[src/inc/pdf_defs.svh]
`ifndef PDF_DEFS_SVH
`define PDF_DEFS_SVH

// clock rate and timing
`define PDF_CLK_HZ 100000000
`define PDF_DETACH_TIME_MS 1000
`define PDF_DETACH_CYCLES ((`PDF_DETACH_TIME_MS * (`PDF_CLK_HZ / 1000)) + 1)
`define PDF_RESET_TIME_MS 100
`define PDF_RESET_CYCLES ((`PDF_RESET_TIME_MS * (`PDF_CLK_HZ / 1000)) + 1)
`define PDF_BLINK_TIME_MS 500
`define PDF_BLINK_CYCLES (`PDF_BLINK_TIME_MS * (`PDF_CLK_HZ / 1000))

// selection codes
`define PDF_SEL_0 5'h00
`define PDF_SEL_1 5'h01
`define PDF_SEL_2 5'h02
`define PDF_SEL_3 5'h03
`define PDF_SEL_14 5'h0E
`define PDF_SEL_15 5'h0F
`define PDF_SEL_16 5'h10
`define PDF_SEL_17 5'h11

// display codes
`define PDF_DISP_NONE 2'h0
`define PDF_DISP_DETACH 2'h1
`define PDF_DISP_REJ_A 2'h2
`define PDF_DISP_REJ_B 2'h3

`endif

[src/inc/pdf_pkg.sv]
package pdf_pkg;

    typedef enum logic [2:0] {
        PDF_RUN = 3'h1,
        PDF_FAULT = 3'h2,
        PDF_DETACH = 3'h4
    } pdf_state_t;

    typedef enum logic [1:0] {
        PDF_KEY_IDLE = 2'h1,
        PDF_KEY_READ = 2'h2
    } pdf_key_state_t;

    // decoded selection code
    typedef struct packed {
        logic valid;
        logic detach_trips;
        logic reset_only_fault;
        logic stop_key_on;
    } pdf_sel_t;

    // panel key pulses
    typedef struct packed {
        logic read_key;
        logic write_key;
        logic stop_key;
    } pdf_keys_t;

endpackage

[src/pdf_persist.sv]
`timescale 1ns/1ps
`include "pdf_defs.svh"

// counts how long a level has held; done once it has held for COUNT cycles
module pdf_persist #(
    parameter int COUNT = 100
) (
    // clock and reset
    input wire logic mclk,
    input wire logic resetn,
    // level in
    input wire logic level,
    // result
    output logic done
);
    localparam int W = $clog2(COUNT + 1);

    typedef struct packed {
        logic [W-1:0] cnt;
        logic done;
    } pdf_persist_st_t;

    pdf_persist_st_t st;
    pdf_persist_st_t next_st;

    initial
    begin
        if (COUNT < 1)
        begin
            $error("pdf_persist: COUNT must be at least 1");
        end
    end

    always_comb
    begin
        next_st = st;
        if (!level)
        begin
            next_st.cnt = '0;
            next_st.done = 1'b0;
        end
        else if (st.cnt != W'(COUNT))
        begin
            next_st.cnt = st.cnt + W'(1);
        end
        next_st.done = level && (next_st.cnt == W'(COUNT));
    end

    always_ff @(posedge mclk or negedge resetn)
    begin
        if (!resetn)
        begin
            st <= '0;
        end
        else
        begin
            st <= next_st;
        end
    end

    assign done = st.done;
endmodule

[src/pdf_supervisor.sv]
`timescale 1ns/1ps
`include "pdf_defs.svh"

module pdf_supervisor #(
    parameter int DETACH_CYCLES = `PDF_DETACH_CYCLES,
    parameter int RESET_CYCLES = `PDF_RESET_CYCLES,
    parameter int BLINK_CYCLES = `PDF_BLINK_CYCLES
) (
    // clock and reset
    input wire logic mclk,
    input wire logic resetn,
    // configuration
    input wire logic [4:0] reset_and_detach_select,
    // operator panel pins
    input wire logic operator_panel_present,
    input wire logic operator_panel_read_key,
    input wire logic operator_panel_write_key,
    input wire logic operator_panel_stop_key,
    // reset contact, high while closed to contact_common_terminal
    input wire logic reset_contact_terminal,
    // other protective trips from the drive
    input wire logic protect_trip,
    // drive control
    output logic output_enable,
    output logic stop_request,
    output logic alarm_led,
    output logic [1:0] display_code,
    // reset effects
    output logic reset_pulse,
    output logic clear_thermal,
    output logic clear_retry
);
    localparam int BW = $clog2(BLINK_CYCLES + 1);

    typedef struct packed {
        logic [1:0] sync_present;
        logic [1:0] sync_contact;
        logic [1:0] sync_read;
        logic [1:0] sync_write;
        logic [1:0] sync_stop;
        pdf_pkg::pdf_keys_t keys_prev;
        pdf_pkg::pdf_state_t state;
        pdf_pkg::pdf_key_state_t key_state;
        logic armed;
        logic contact_qualified;
        logic stopped;
        logic reject;
        logic reject_phase;
        logic [BW-1:0] blink_cnt;
        logic reset_pulse;
        logic [1:0] display_code;
    } pdf_sup_st_t;

    pdf_sup_st_t st;
    pdf_sup_st_t next_st;
    pdf_pkg::pdf_sel_t sel;
    pdf_pkg::pdf_keys_t keys_now;
    pdf_pkg::pdf_keys_t keys_rise;
    logic absent_long;
    logic contact_long;

    initial
    begin
        if (DETACH_CYCLES < 1 || RESET_CYCLES < 1 || BLINK_CYCLES < 1)
        begin
            $error("pdf_supervisor: cycle counts must be at least 1");
        end
    end

    // absence timer restarts on reconnect
    pdf_persist #(
        .COUNT(DETACH_CYCLES)
    ) u_absent (
        .mclk(mclk),
        .resetn(resetn),
        .level(st.armed && !st.sync_present[1]),
        .done(absent_long)
    );

    // contact closure qualification
    pdf_persist #(
        .COUNT(RESET_CYCLES)
    ) u_contact (
        .mclk(mclk),
        .resetn(resetn),
        .level(st.sync_contact[1]),
        .done(contact_long)
    );

    always_comb
    begin
        sel = '0;
        case (reset_and_detach_select)
            `PDF_SEL_0: sel = '{1'b1, 1'b0, 1'b0, 1'b0};
            `PDF_SEL_1: sel = '{1'b1, 1'b0, 1'b1, 1'b0};
            `PDF_SEL_2: sel = '{1'b1, 1'b1, 1'b0, 1'b0};
            `PDF_SEL_3: sel = '{1'b1, 1'b1, 1'b1, 1'b0};
            `PDF_SEL_14: sel = '{1'b1, 1'b0, 1'b0, 1'b1};
            `PDF_SEL_15: sel = '{1'b1, 1'b0, 1'b1, 1'b1};
            `PDF_SEL_16: sel = '{1'b1, 1'b1, 1'b0, 1'b1};
            `PDF_SEL_17: sel = '{1'b1, 1'b1, 1'b1, 1'b1};
            default: sel = '0;
        endcase
    end

    assign keys_now = '{st.sync_read[1], st.sync_write[1], st.sync_stop[1]};
    assign keys_rise = keys_now & ~st.keys_prev;

    always_comb
    begin
        logic faulted;
        logic allowed;
        logic panel_req;
        logic term_req;
        logic do_reset;
        faulted = 1'b0;
        allowed = 1'b0;
        panel_req = 1'b0;
        term_req = 1'b0;
        do_reset = 1'b0;
        next_st = st;
        next_st.sync_present = {st.sync_present[0], operator_panel_present};
        next_st.sync_contact = {st.sync_contact[0], reset_contact_terminal};
        next_st.sync_read = {st.sync_read[0], operator_panel_read_key};
        next_st.sync_write = {st.sync_write[0], operator_panel_write_key};
        next_st.sync_stop = {st.sync_stop[0], operator_panel_stop_key};
        next_st.keys_prev = keys_now;
        next_st.reset_pulse = 1'b0;

        faulted = (st.state != pdf_pkg::PDF_RUN) || protect_trip;
        allowed = !sel.reset_only_fault || faulted;

        // only a panel seen present arms detection
        if (st.sync_present[1])
        begin
            next_st.armed = 1'b1;
        end

        // qualified closure fires on release only
        if (contact_long)
        begin
            next_st.contact_qualified = 1'b1;
        end
        if (!st.sync_contact[1])
        begin
            next_st.contact_qualified = 1'b0;
        end
        term_req = st.contact_qualified && !st.sync_contact[1];

        // read then write sequence
        case (st.key_state)
            pdf_pkg::PDF_KEY_IDLE:
            begin
                if (keys_rise.read_key)
                begin
                    next_st.key_state = pdf_pkg::PDF_KEY_READ;
                end
            end
            pdf_pkg::PDF_KEY_READ:
            begin
                if (keys_rise.write_key)
                begin
                    panel_req = 1'b1;
                    next_st.key_state = pdf_pkg::PDF_KEY_IDLE;
                end
            end
            default: next_st.key_state = pdf_pkg::PDF_KEY_IDLE;
        endcase
        // write alone in idle falls through unused

        if (keys_rise.stop_key && faulted)
        begin
            panel_req = 1'b1;
        end

        if (panel_req)
        begin
            if (allowed && sel.reset_only_fault)
            begin
                do_reset = 1'b1;
            end
            else
            begin
                next_st.reject = 1'b1;
                next_st.blink_cnt = '0;
                next_st.reject_phase = 1'b0;
            end
        end
        if (term_req && allowed)
        begin
            do_reset = 1'b1;
        end

        // stop key stops motor under codes 14-17
        if (keys_rise.stop_key && sel.stop_key_on && !faulted)
        begin
            next_st.stopped = 1'b1;
        end

        if (st.reject)
        begin
            if (st.blink_cnt == BW'(BLINK_CYCLES - 1))
            begin
                next_st.blink_cnt = '0;
                next_st.reject_phase = !st.reject_phase;
            end
            else
            begin
                next_st.blink_cnt = st.blink_cnt + BW'(1);
            end
        end

        case (st.state)
            pdf_pkg::PDF_RUN:
            begin
                if (absent_long && sel.detach_trips)
                begin
                    next_st.state = pdf_pkg::PDF_DETACH;
                end
            end
            pdf_pkg::PDF_FAULT, pdf_pkg::PDF_DETACH:
            begin
                if (do_reset)
                begin
                    next_st.state = pdf_pkg::PDF_RUN;
                end
            end
            default: next_st.state = pdf_pkg::PDF_RUN;
        endcase
        if (protect_trip && !do_reset && st.state == pdf_pkg::PDF_RUN)
        begin
            next_st.state = pdf_pkg::PDF_FAULT;
        end

        if (do_reset)
        begin
            next_st.reset_pulse = 1'b1;
            next_st.stopped = 1'b0;
            next_st.reject = 1'b0;
            next_st.armed = st.sync_present[1];
        end

        if (next_st.state == pdf_pkg::PDF_DETACH)
        begin
            next_st.display_code = `PDF_DISP_DETACH;
        end
        else if (next_st.reject)
        begin
            next_st.display_code = next_st.reject_phase ? `PDF_DISP_REJ_B : `PDF_DISP_REJ_A;
        end
        else
        begin
            next_st.display_code = `PDF_DISP_NONE;
        end
    end

    always_ff @(posedge mclk or negedge resetn)
    begin
        if (!resetn)
        begin
            st <= '0;
            st.state <= pdf_pkg::PDF_RUN;
            st.key_state <= pdf_pkg::PDF_KEY_IDLE;
        end
        else
        begin
            st <= next_st;
        end
    end

    assign output_enable = (st.state == pdf_pkg::PDF_RUN) && !st.stopped;
    assign stop_request = st.stopped;
    assign alarm_led = (st.state == pdf_pkg::PDF_DETACH);
    assign display_code = st.display_code;
    assign reset_pulse = st.reset_pulse;
    assign clear_thermal = st.reset_pulse;
    assign clear_retry = st.reset_pulse;
endmodule

[config.mk]
export PLATFORM = sky130hd
export DESIGN_NAME = pdf_supervisor
export DESIGN_NICKNAME = d
export VERILOG_FILES = /design/src/inc/pdf_pkg.sv /design/src/pdf_persist.sv /design/src/pdf_supervisor.sv
export VERILOG_INCLUDE_DIRS = /design/src /design/src/inc
export SDC_FILE = /design/constraint.sdc
export NUM_CORES = 1
export LEC_CHECK = 0
export ABC_AREA = 1
export BUFFER_PORTS_ARGS = -buffer_cell sky130_fd_sc_hd__buf_4
export CELL_PAD_IN_SITES_DETAIL_PLACEMENT = 1
export CELL_PAD_IN_SITES_GLOBAL_PLACEMENT = 1
export CORE_ASPECT_RATIO = 1.25
export CORE_MARGIN = 4
export CORE_UTILIZATION = 42
export CTS_CLUSTER_SIZE = 10
export DETAILED_ROUTE_END_ITERATION = 12
export PLACE_DENSITY_LB_ADDON = 0.12
export SLEW_MARGIN = 20
export SYNTH_ARGS = -nofsm -noshare
export SYNTH_HDL_FRONTEND = slang
export SYNTH_HIERARCHICAL = 1
export SYNTH_SLANG_ARGS = --single-unit
[constraint.sdc]
create_clock -name mclk -period 1.7 [get_ports mclk]
set_clock_uncertainty 0.15 [all_clocks]
set_input_delay 0.34 -clock mclk [delete_from_list [all_inputs] [get_ports mclk]]
set_output_delay 0.34 -clock mclk [all_outputs]
set_load 0.02 [all_outputs]
==> results of run 1 <==
worst register-to-register path: cells and delay by family (launching register included):
family | cells | cell delay, ns
AND/OR/NAND/NOR | 12 | 1.63
flip-flops | 1 | 0.44
power groups by stage:
stage / clock, mW / sequential [mW] / combinational, mW
final: 2.39 / 3.12 / 2.99
after global routing: 2.49 / 3.14 / 3.12
after CTS: 2.32 / 3.05 / 2.40
after detailed placement: 0 / 3.08 / 1.79
after global placement: 0 / 3.05 / 1.68
after floorplan: 0 / 3.08 / 0.887
kinds of logic (layout without fill, tap and decap cells):
logic type      after synthesis  in the layout  synth area share
compound gates               61             61            0.0534
xor+xnor                     13             13            0.0178
fa+ha+maj                     5              5           0.00979
buf+inv                     152            375            0.0957
flops                       105            105             0.411
other cells                   0              1                 0
simple gates                569            569             0.412
cells in the mapped netlist, drive strengths merged:
library cell	count
inv	137
nand2	251
dfrtp	103
a21oi	10
o22ai	8
dfstp	2
clkinv	2
buf	11
xor2	11
and2	2
nand4	23
ha	5
xnor2	2
and3	1
o21a	1
o21bai	4
nand3	102
nor2	165
clkbuf	2
o31ai	1
nor3	22
a31oi	1
nand3b	1
o21ai	34
a41oi	1
a21o	1
or2	2
flip-flops by register name, indices dropped and copies added (netlist names), 2 cells and up:
name	count
u_contact/st	24
u_absent/st	27
display_code	2
st	40
next_st	5
keys_now	3
layer usage:
layer / part of all wire / wire, um / global-route usage / vias up
met2: 0.52 / 16600 / 0.555 / 380
met5: 0 / 0 / 0 / -
met4: 0.085 / 2710 / 0.171 / 0
li1: - / - / - / 3298
met1: 0.35 / 11100 / 0.310 / 3849
met3: 0.049 / 1550 / 0.0334 / 195
cell type report:
cell class / instances / area [um^2]
diodes: 1 / 2.50
multi-input cells: 648 / 3980
fillers: 1815 / 5390
clock buffers: 9 / 225
repair buffers: 220 / 1850
clock inverters: 7 / 95.1
well taps: 182 / 228
inverters: 139 / 533
flip-flops and latches: 105 / 2650
what timing repair did:
action / CTS / global route
endpoints found under the setup margin: 47 / 67
gates resized for setup: 112 / 148
cloned: 3 / 0
hold buffers: 6 / 0
buffers inserted: 17 / 27
endpoints found under the hold margin: 108 / 0
pin swaps: 29 / 55
path summary, 6_finish.rpt:
kind / to / slack [ns] / cells after the start
max in group asynchronous: u_contact/st[12] / 0.71 / 3
min in group asynchronous: st[25] / 0.34 / 3
max reg2reg: u_absent/done / -0.58 / 12
min: keys_now[2] / 0.21 / 0
min reg2reg: keys_now[2] / 0.21 / 0
max: u_absent/done / -0.58 / 12
per-stage QoR:
stage	hold slack (ns)	std cells	util	setup WS, ns
after floorplan	-0.106	905	-	-0.0138
final	0.208	1311	0.639	-0.584
after CTS	0.205	1291	0.594	-0.289
after detailed placement	0.186	1249	0.528	-0.377
after global placement	0.183	1249	0.528	-0.250
after global routing	0.225	1311	0.639	-0.634
cells in the final DEF (no fill, tap or decap), types with 3 or more instances in the layout:
cell / n
dlygate4sd3_1: 6
o21bai_1: 4
nor2_2: 35
nand3_1: 76
dfrtp_1: 90
a21oi_1: 7
nand2_2: 34
ha_4: 4
o21ai_0: 15
buf_4: 183
nor3_4: 3
o21ai_2: 15
nand3_4: 11
nor2_4: 24
nor3_1: 10
nand4_1: 21
o21ai_1: 3
inv_1: 116
nand2_4: 24
dfrtp_2: 13
nor2_1: 106
nor3_2: 9
buf_6: 23
o22ai_4: 3
inv_2: 19
clkbuf_16: 9
o22ai_2: 5
xor2_1: 11
inv_6: 3
buf_12: 7
a21oi_2: 3
nand3_2: 15
nand2_1: 191
==> impl_metrics.ini, run 1 <==
[logic_synthesis]
synth.top_cells.by_area = dfrtp_1, nand2_1, nor2_1
syn_inst = 905
synth_nets = 923
netlist.area_leader.share = 0.403
seq_area_frac_synth = 0.411
synth-seq-cells = 105
syn_area_um2 = 6390
yosys.area.top_type = dfrtp_1
ys_warn_count = 6
syn_avg_cell_area_um2 = 7.06
synth_cell_types = 42

[routing]
totalWireLength_mm = 32.0
vias_per_cell = 5.89
avgRoutedWirePerCell_um = 24.4
drtIter0Drc = 569
firstDrtPassIters = 5
final_antenna_net_count = 0
dr_total_vias = 7722
drc = 0

[clocking]
insertion_delay_ns = 0.39
clockBufferDepth = 2
htree_levels = 3
cts_made_buffers = 9
root_buffer = clkbuf_16
cts.sinks = 105
cts_tree = yes
clk_pin_slew_ns = 0.10

[finish]
final_layout_size_suffix_gt1_frac = 0.409
nNetsFinal = 1141
stdcell_area_um2 = 9560
area_growth_pct = 49.5

[outcome]
failed_checks = setup timing
status = finished, violations left

[grt]
antenna_found_initial = 1
grt_max_degree = 61
track_usage = 0.294
grt_pass1_wl_mm = 40.5
grt_pass1_vias = 7931
gr-total-overflow = 0

[power]
seqPwrFrac = 0.367
combPwrFrac = 0.352
power_frac_clock = 0.281
p_per_area_nw_per_um2 = 890
internal-power_mw = 5.24
ir_drop_mv = 0.445
finalPower_mw = 8.50
p_sw_mw = 3.26
leakage_nw = 4.62
sw_frac_of_total = 0.384

[timing]
post-route-period-util = 1.34
worst-slew-pin-transition_ns = 0.430
hold_viol = 0
slew_violations = 0
fin_ws_ns = -0.584
max_freq_mhz = 438
max_slew_margin = 0.711
min_period_ns = 2.28
setup_tns_ns = -13.07
setup_viol_count_final = 57
rsz0062_at_grt = yes

[die]
die_x_um = 118
placementRows = 50
initial_core_util = 0.428
pin_count = 21
die_h_um = 146
core-area_um2 = 15000
die-area_um2 = 17300

[setup_path]
crit_fanout = 6
critPathArrivalTime_ns = 2.44
crit_top_cell = nand2_1
critical_path.max_stage_delay_ns = 0.44
startpoint = u_absent/st[6]
end_kind = register
required_ns = 1.85
worst-path-buf-inv = 0
path_cells = nand2_1 > nor2_2 > nand2_1 > nor2_1 > nand2_1 > nand2_1 > nand2_1 > nor2_2 > nand2_1 > nor2_1 > nand4_1 > nor2_1
cp_slowest_cell = dfrtp_1
r2r-start = u_absent/st[6]
cp_top_family = simple AND/OR/NAND/NOR gates
crit_type = register to register
startpoint_type = register

[place]
dp_hpwl_mm = 16.8
placed_area_um2 = 7900
globalplace.congestion = 0.920
port_buffers = 20

[worst_hold_path]
min_path_type = register to register
hold_start = next_st[47]

[flow_run]
maxCapViolations = 0
(Power assumes the default switching activity.)
==> run 2, diff against run 1 <==
- CORE_UTILIZATION: 42 -> 45
- clock period: 1.7 -> 2.4 ns (I/O delays scaled with it)
==> run 2 against run 1 <==
  * First-iteration DRC count is 33% lower
  * Fmax is 8.4% higher
  * Combinational power is 69% lower
  * The run now ends clean
  * Register-to-register slack better by 0.88 ns
  * Core utilization is 13 points lower
==> impl_metrics.ini, run 2 (synthesis results as in run 1) <==
[grt]
track_usage = 0.249
grt_max_degree = 37
grt_pass1_wl_mm = 32.0
gr-total-overflow = 0
grt_pass1_vias = 6490
antenna_found_initial = 0

[worst_hold_path]
min_path_type = primary input to register
hold_start = operator_panel_present

[place]
globalplace.congestion = 0.950
dp_cells = 1096
port_buffers = 20
dp_hpwl_mm = 14.7

[finish]
reg_top3 = st: 40 flops, u_absent/st: 27 flops, u_contact/st: 24 flops
fillerInstances = 1795
final_layout_size_suffix_gt1_frac = 0.133
layout_commonest_cell = nand2_1
n_antenna_cell = 0
mostFrequentLayoutCells = nand2_1, nor2_1, inv_1
largest_reg_flops = 40
top_register = st
finalNonFillerCells = 1113
area_growth_pct = 10.9
nNetsFinal = 951

[setup_path]
path_cells = ha_1 > nand2_2 > nor2_4 > nand3_1 > xor2_1 > nor2_1 > nand2_1 > nor2_1 > nand3_1 > nor2_1
critPathArrivalTime_ns = 2.25
startpoint_type = register
critical_path.max_stage_delay_ns = 0.45
crit_top_cell = nor2_1
cp_slowest_cell = dfrtp_1
cp_top_family = simple AND/OR/NAND/NOR gates
required_ns = 2.54
startpoint = u_absent/st[1]
end_kind = register
crit_fanout = 6
crit_type = register to register
worst-path-buf-inv = 0
r2r-start = u_absent/st[1]

[timing]
post-route-period-util = 0.878
max_slew_margin = 0.656
min_period_ns = 2.11
max_freq_mhz = 474
rsz0062_at_grt = no
slew_violations = 0
setup_tns_ns = 0
hold_viol = 0
worst-slew-pin-transition_ns = 0.516
setup_viol_count_final = 0

[power]
p_sw_mw = 1.56
sw_frac_of_total = 0.329
seqPwrFrac = 0.468
power_frac_clock = 0.334
p_per_area_nw_per_um2 = 669
leakage_nw = 3.33
internal-power_mw = 3.19
combPwrFrac = 0.198
ir_drop_mv = 0.427

[clocking]
cts_tree = yes
root_buffer = clkbuf_16
clk_pin_slew_ns = 0.07
cts.sinks = 105
cts_made_buffers = 9
htree_levels = 3
insertion_delay_ns = 0.36
clockBufferDepth = 2
post_cts_buffers = 0

[die]
die_h_um = 141
die-area_um2 = 16200
initial_core_util = 0.461
pin_count = 21
core-area_um2 = 13900
placementRows = 48
die_x_um = 115

[outcome]
status = finished, final reports clean

[routing]
drc = 0
dr_total_vias = 6018
avgRoutedWirePerCell_um = 16.9
totalWireLength_mm = 18.9
firstDrtPassIters = 5
final_antenna_net_count = 0
drtIter0Drc = 380
vias_per_cell = 5.41

[flow_run]
maxCapViolations = 0
==> run 2: power groups by stage <==
stage | clock network, mW | registers (mW) | logic [mW]
after floorplan | 0 | 2.18 | 0.627
after global placement | 0 | 2.23 | 0.874
after detailed placement | 0 | 2.25 | 0.931
after CTS | 1.63 | 2.22 | 0.946
after global routing | 1.70 | 2.26 | 1.05
final | 1.58 | 2.22 | 0.938
==> run 2: area by class of cell <==
| type | count | area [um^2] | area share |
|---|---|---|---|
| flip-flops and latches | 105 | 2630 | 0.371 |
| multi-input cells | 648 | 3150 | 0.444 |
| inverters | 139 | 523 | 0.0737 |
| clock buffers | 12 | 267 | 0.0376 |
| repair buffers | 30 | 253 | 0.0356 |
| well taps | 175 | 219 | 0.0309 |
| clock inverters | 4 | 50.0 | 0.00706 |
==> run 2: layer usage <==
| layer | GRT usage | share of wire | up-vias |
|---|---|---|---|
| met1 | 0.294 | 0.41 | 2956 |
| li1 | - | - | 2900 |
| met5 | 0 | 0 | - |
| met4 | 0.137 | 0.049 | 0 |
| met3 | 0.0247 | 0.022 | 55 |
| met2 | 0.438 | 0.52 | 107 |
==> run 2: worst paths after layout <==
path,to,slack [ns],depth (start not counted)
max,u_absent/done,0.29,10
min,next_st[51],0.07,1
min in group asynchronous,st[21],0.48,2
max in group asynchronous,u_absent/st[21],0.99,3
min reg2reg,st[49],0.20,0
max reg2reg,u_absent/done,0.29,10
==> run 2: repair_timing <==
action	4_1_cts	5_1_grt
gates resized for setup	0	0
hold endpoints to repair	32	0
hold buffers	1	0
==> run 2: metrics by stage <==
| step | total power, mW | worst slack (ns) | area [um^2] | hold WS, ns | utilization |
|---|---|---|---|---|---|
| 6_report | 4.75 | 0.292 | 7090 | 0.0750 | 0.511 |
| 5_1_grt | 5.01 | 0.0957 | 7090 | 0.0664 | 0.511 |
| 4_1_cts | 4.79 | 0.267 | 7090 | 0.0640 | 0.511 |
| 3_5_place_dp | 3.18 | 0.306 | 6770 | 0.188 | 0.488 |
| 3_3_place_gp | 3.11 | 0.329 | 6770 | 0.186 | 0.488 |
| 2_1_floorplan | 2.80 | 0.668 | 6390 | 0.0344 | - |
==> run 3, diff against run 2 <==
--- a/config.mk
+++ b/config.mk
@@ -14,3 +14,3 @@
 export CORE_MARGIN = 4
-export CORE_UTILIZATION = 45
+export CORE_UTILIZATION = 35
 export CTS_CLUSTER_SIZE = 10
--- a/constraint.sdc
+++ b/constraint.sdc
@@ -4,2 +4,2 @@
 set_output_delay 0.48 -clock mclk [all_outputs]
-set_load 0.02 [all_outputs]
+set_load 0.005 [all_outputs]
==> run 3 against run 2 <==
  * Global-route usage decreased by 6.0 points
  * Sequential share of layout area decreased by 0.24 points
  * Total power decreased by 4.3%
  * First-iteration DRC count decreased by 48%
  * Die area increased by 27%
  * Critical endpoint unchanged
  * Largest power group unchanged
  * Critical path type unchanged
==> impl_metrics.ini, run 3 (synthesis results as in run 1) <==
[routing]
firstDrtPassIters = 4
totalWireLength_mm = 18.4
drtIter0Drc = 198
final_antenna_net_count = 0
avgRoutedWirePerCell_um = 15.8
dr_total_vias = 5694
vias_per_cell = 4.88
drc = 0

[grt]
gr-total-overflow = 0
grt_pass1_vias = 6091
track_usage = 0.189
antenna_found_initial = 0
grt_pass1_wl_mm = 31.1
grt_max_degree = 50

[finish]
n_antenna_cell = 0
fillerInstances = 2309
area_growth_pct = 11.7
top_register = st
layout_commonest_cell = nand2_1
nNetsFinal = 953
final_layout_size_suffix_gt1_frac = 0.134
reg_top3 = st: 40 flops, u_absent/st: 27 flops, u_contact/st: 24 flops
largest_reg_flops = 40
mostFrequentLayoutCells = nand2_1, nor2_1, inv_1

[timing]
hold_viol = 0
setup_viol_count_final = 0
slew_violations = 0
max_slew_margin = 0.611
setup_tns_ns = 0
fin_hold_ws_ns = 0.0777
post-route-period-util = 0.864
rsz0062_at_grt = no
min_period_ns = 2.07
worst-slew-pin-transition_ns = 0.584
max_freq_mhz = 482

[clocking]
clockBufferDepth = 2
hold_buffers = 1
htree_levels = 3
root_buffer = clkbuf_16
cts.sinks = 105
cts_tree = yes
cts_made_buffers = 9
ctsResizeCount = 0
clk_pin_slew_ns = 0.08
post_cts_buffers = 0
insertion_delay_ns = 0.36

[outcome]
status = finished, final reports clean

[place]
globalplace.congestion = 0.834
dp_hpwl_mm = 14.6
port_buffers = 20

[setup_path]
crit_type = register to register
startpoint_type = register
end_kind = register
crit_fanout = 5
required_ns = 2.54
critPathArrivalTime_ns = 2.21

[die]
die-area_um2 = 20500
core-area_um2 = 18000
die_h_um = 159
die_x_um = 129
initial_core_util = 0.355
pin_count = 21
placementRows = 55

[worst_hold_path]
min_path_type = primary input to register

[power]
leakage_nw = 3.32
p_per_area_nw_per_um2 = 636
ir_drop_mv = 0.372
finalPower_mw = 4.54

[flow_run]
maxCapViolations = 0
## run 3: cell type report
class	count	area (um^2)	area share
Clock buffer	10	229	0.0321
Tap cell	228	285	0.0400
Clock inverter	6	52.6	0.00736
Inverter	139	523	0.0733
Timing Repair Buffer	32	268	0.0375
Sequential cell	105	2630	0.368
Multi-Input combinational cell	648	3150	0.441
## run 3: routing by layer
layer  GRT usage  part of all wire  up-vias
met3      0.0279             0.016       29
met5           0                 0        -
met4      0.0630             0.025        0
li1            -                 -     2910
met1       0.236              0.44     2712
met2       0.330              0.51       43
## run 3: per-stage QoR
| step | cell area, um^2 | instances | setup WS (ns) | utilization |
|---|---|---|---|---|
| after floorplan | 6390 | 905 | 0.668 | - |
| after global placement | 6850 | 1151 | 0.342 | 0.380 |
| after detailed placement | 6850 | 1151 | 0.312 | 0.380 |
| after CTS | 7140 | 1168 | 0.295 | 0.396 |
| after global routing | 7140 | 1168 | 0.115 | 0.396 |
| final | 7140 | 1168 | 0.326 | 0.396 |
## run 3: worst max-delay path, stage by stage (launching register included)
cell	delay, ns
dfrtp_1	0.43
ha_1	0.25
nand2_2	0.11
inv_2	0.08
nand2_1	0.06
o21ai_1	0.12
a21oi_1	0.06
or2_1	0.22
nor3_1	0.29
nand3_1	0.12
nor2_1	0.12
## run 3: final timing paths
| kind | from | endpoint | slack, ns | depth (start not counted) |
|---|---|---|---|---|
| max | u_absent/st[1] | u_absent/done | 0.33 | 10 |
| min | operator_panel_write_key | next_st[45] | 0.08 | 1 |
| max reg2reg | u_absent/st[1] | u_absent/done | 0.33 | 10 |
| min reg2reg | next_st[47] | keys_now[2] | 0.20 | 0 |
| max in group asynchronous | resetn | st[34] | 1.08 | 3 |
| min in group asynchronous | resetn | st[40] | 0.41 | 2 |
## run 3: power breakdown
part | switching (mW) | leakage, nW | total, mW | internal (mW)
registers | 0.233 | 1.40 | 2.20 | 1.97
clock network | 0.732 | 0.131 | 1.45 | 0.721
logic | 0.576 | 1.79 | 0.889 | 0.313
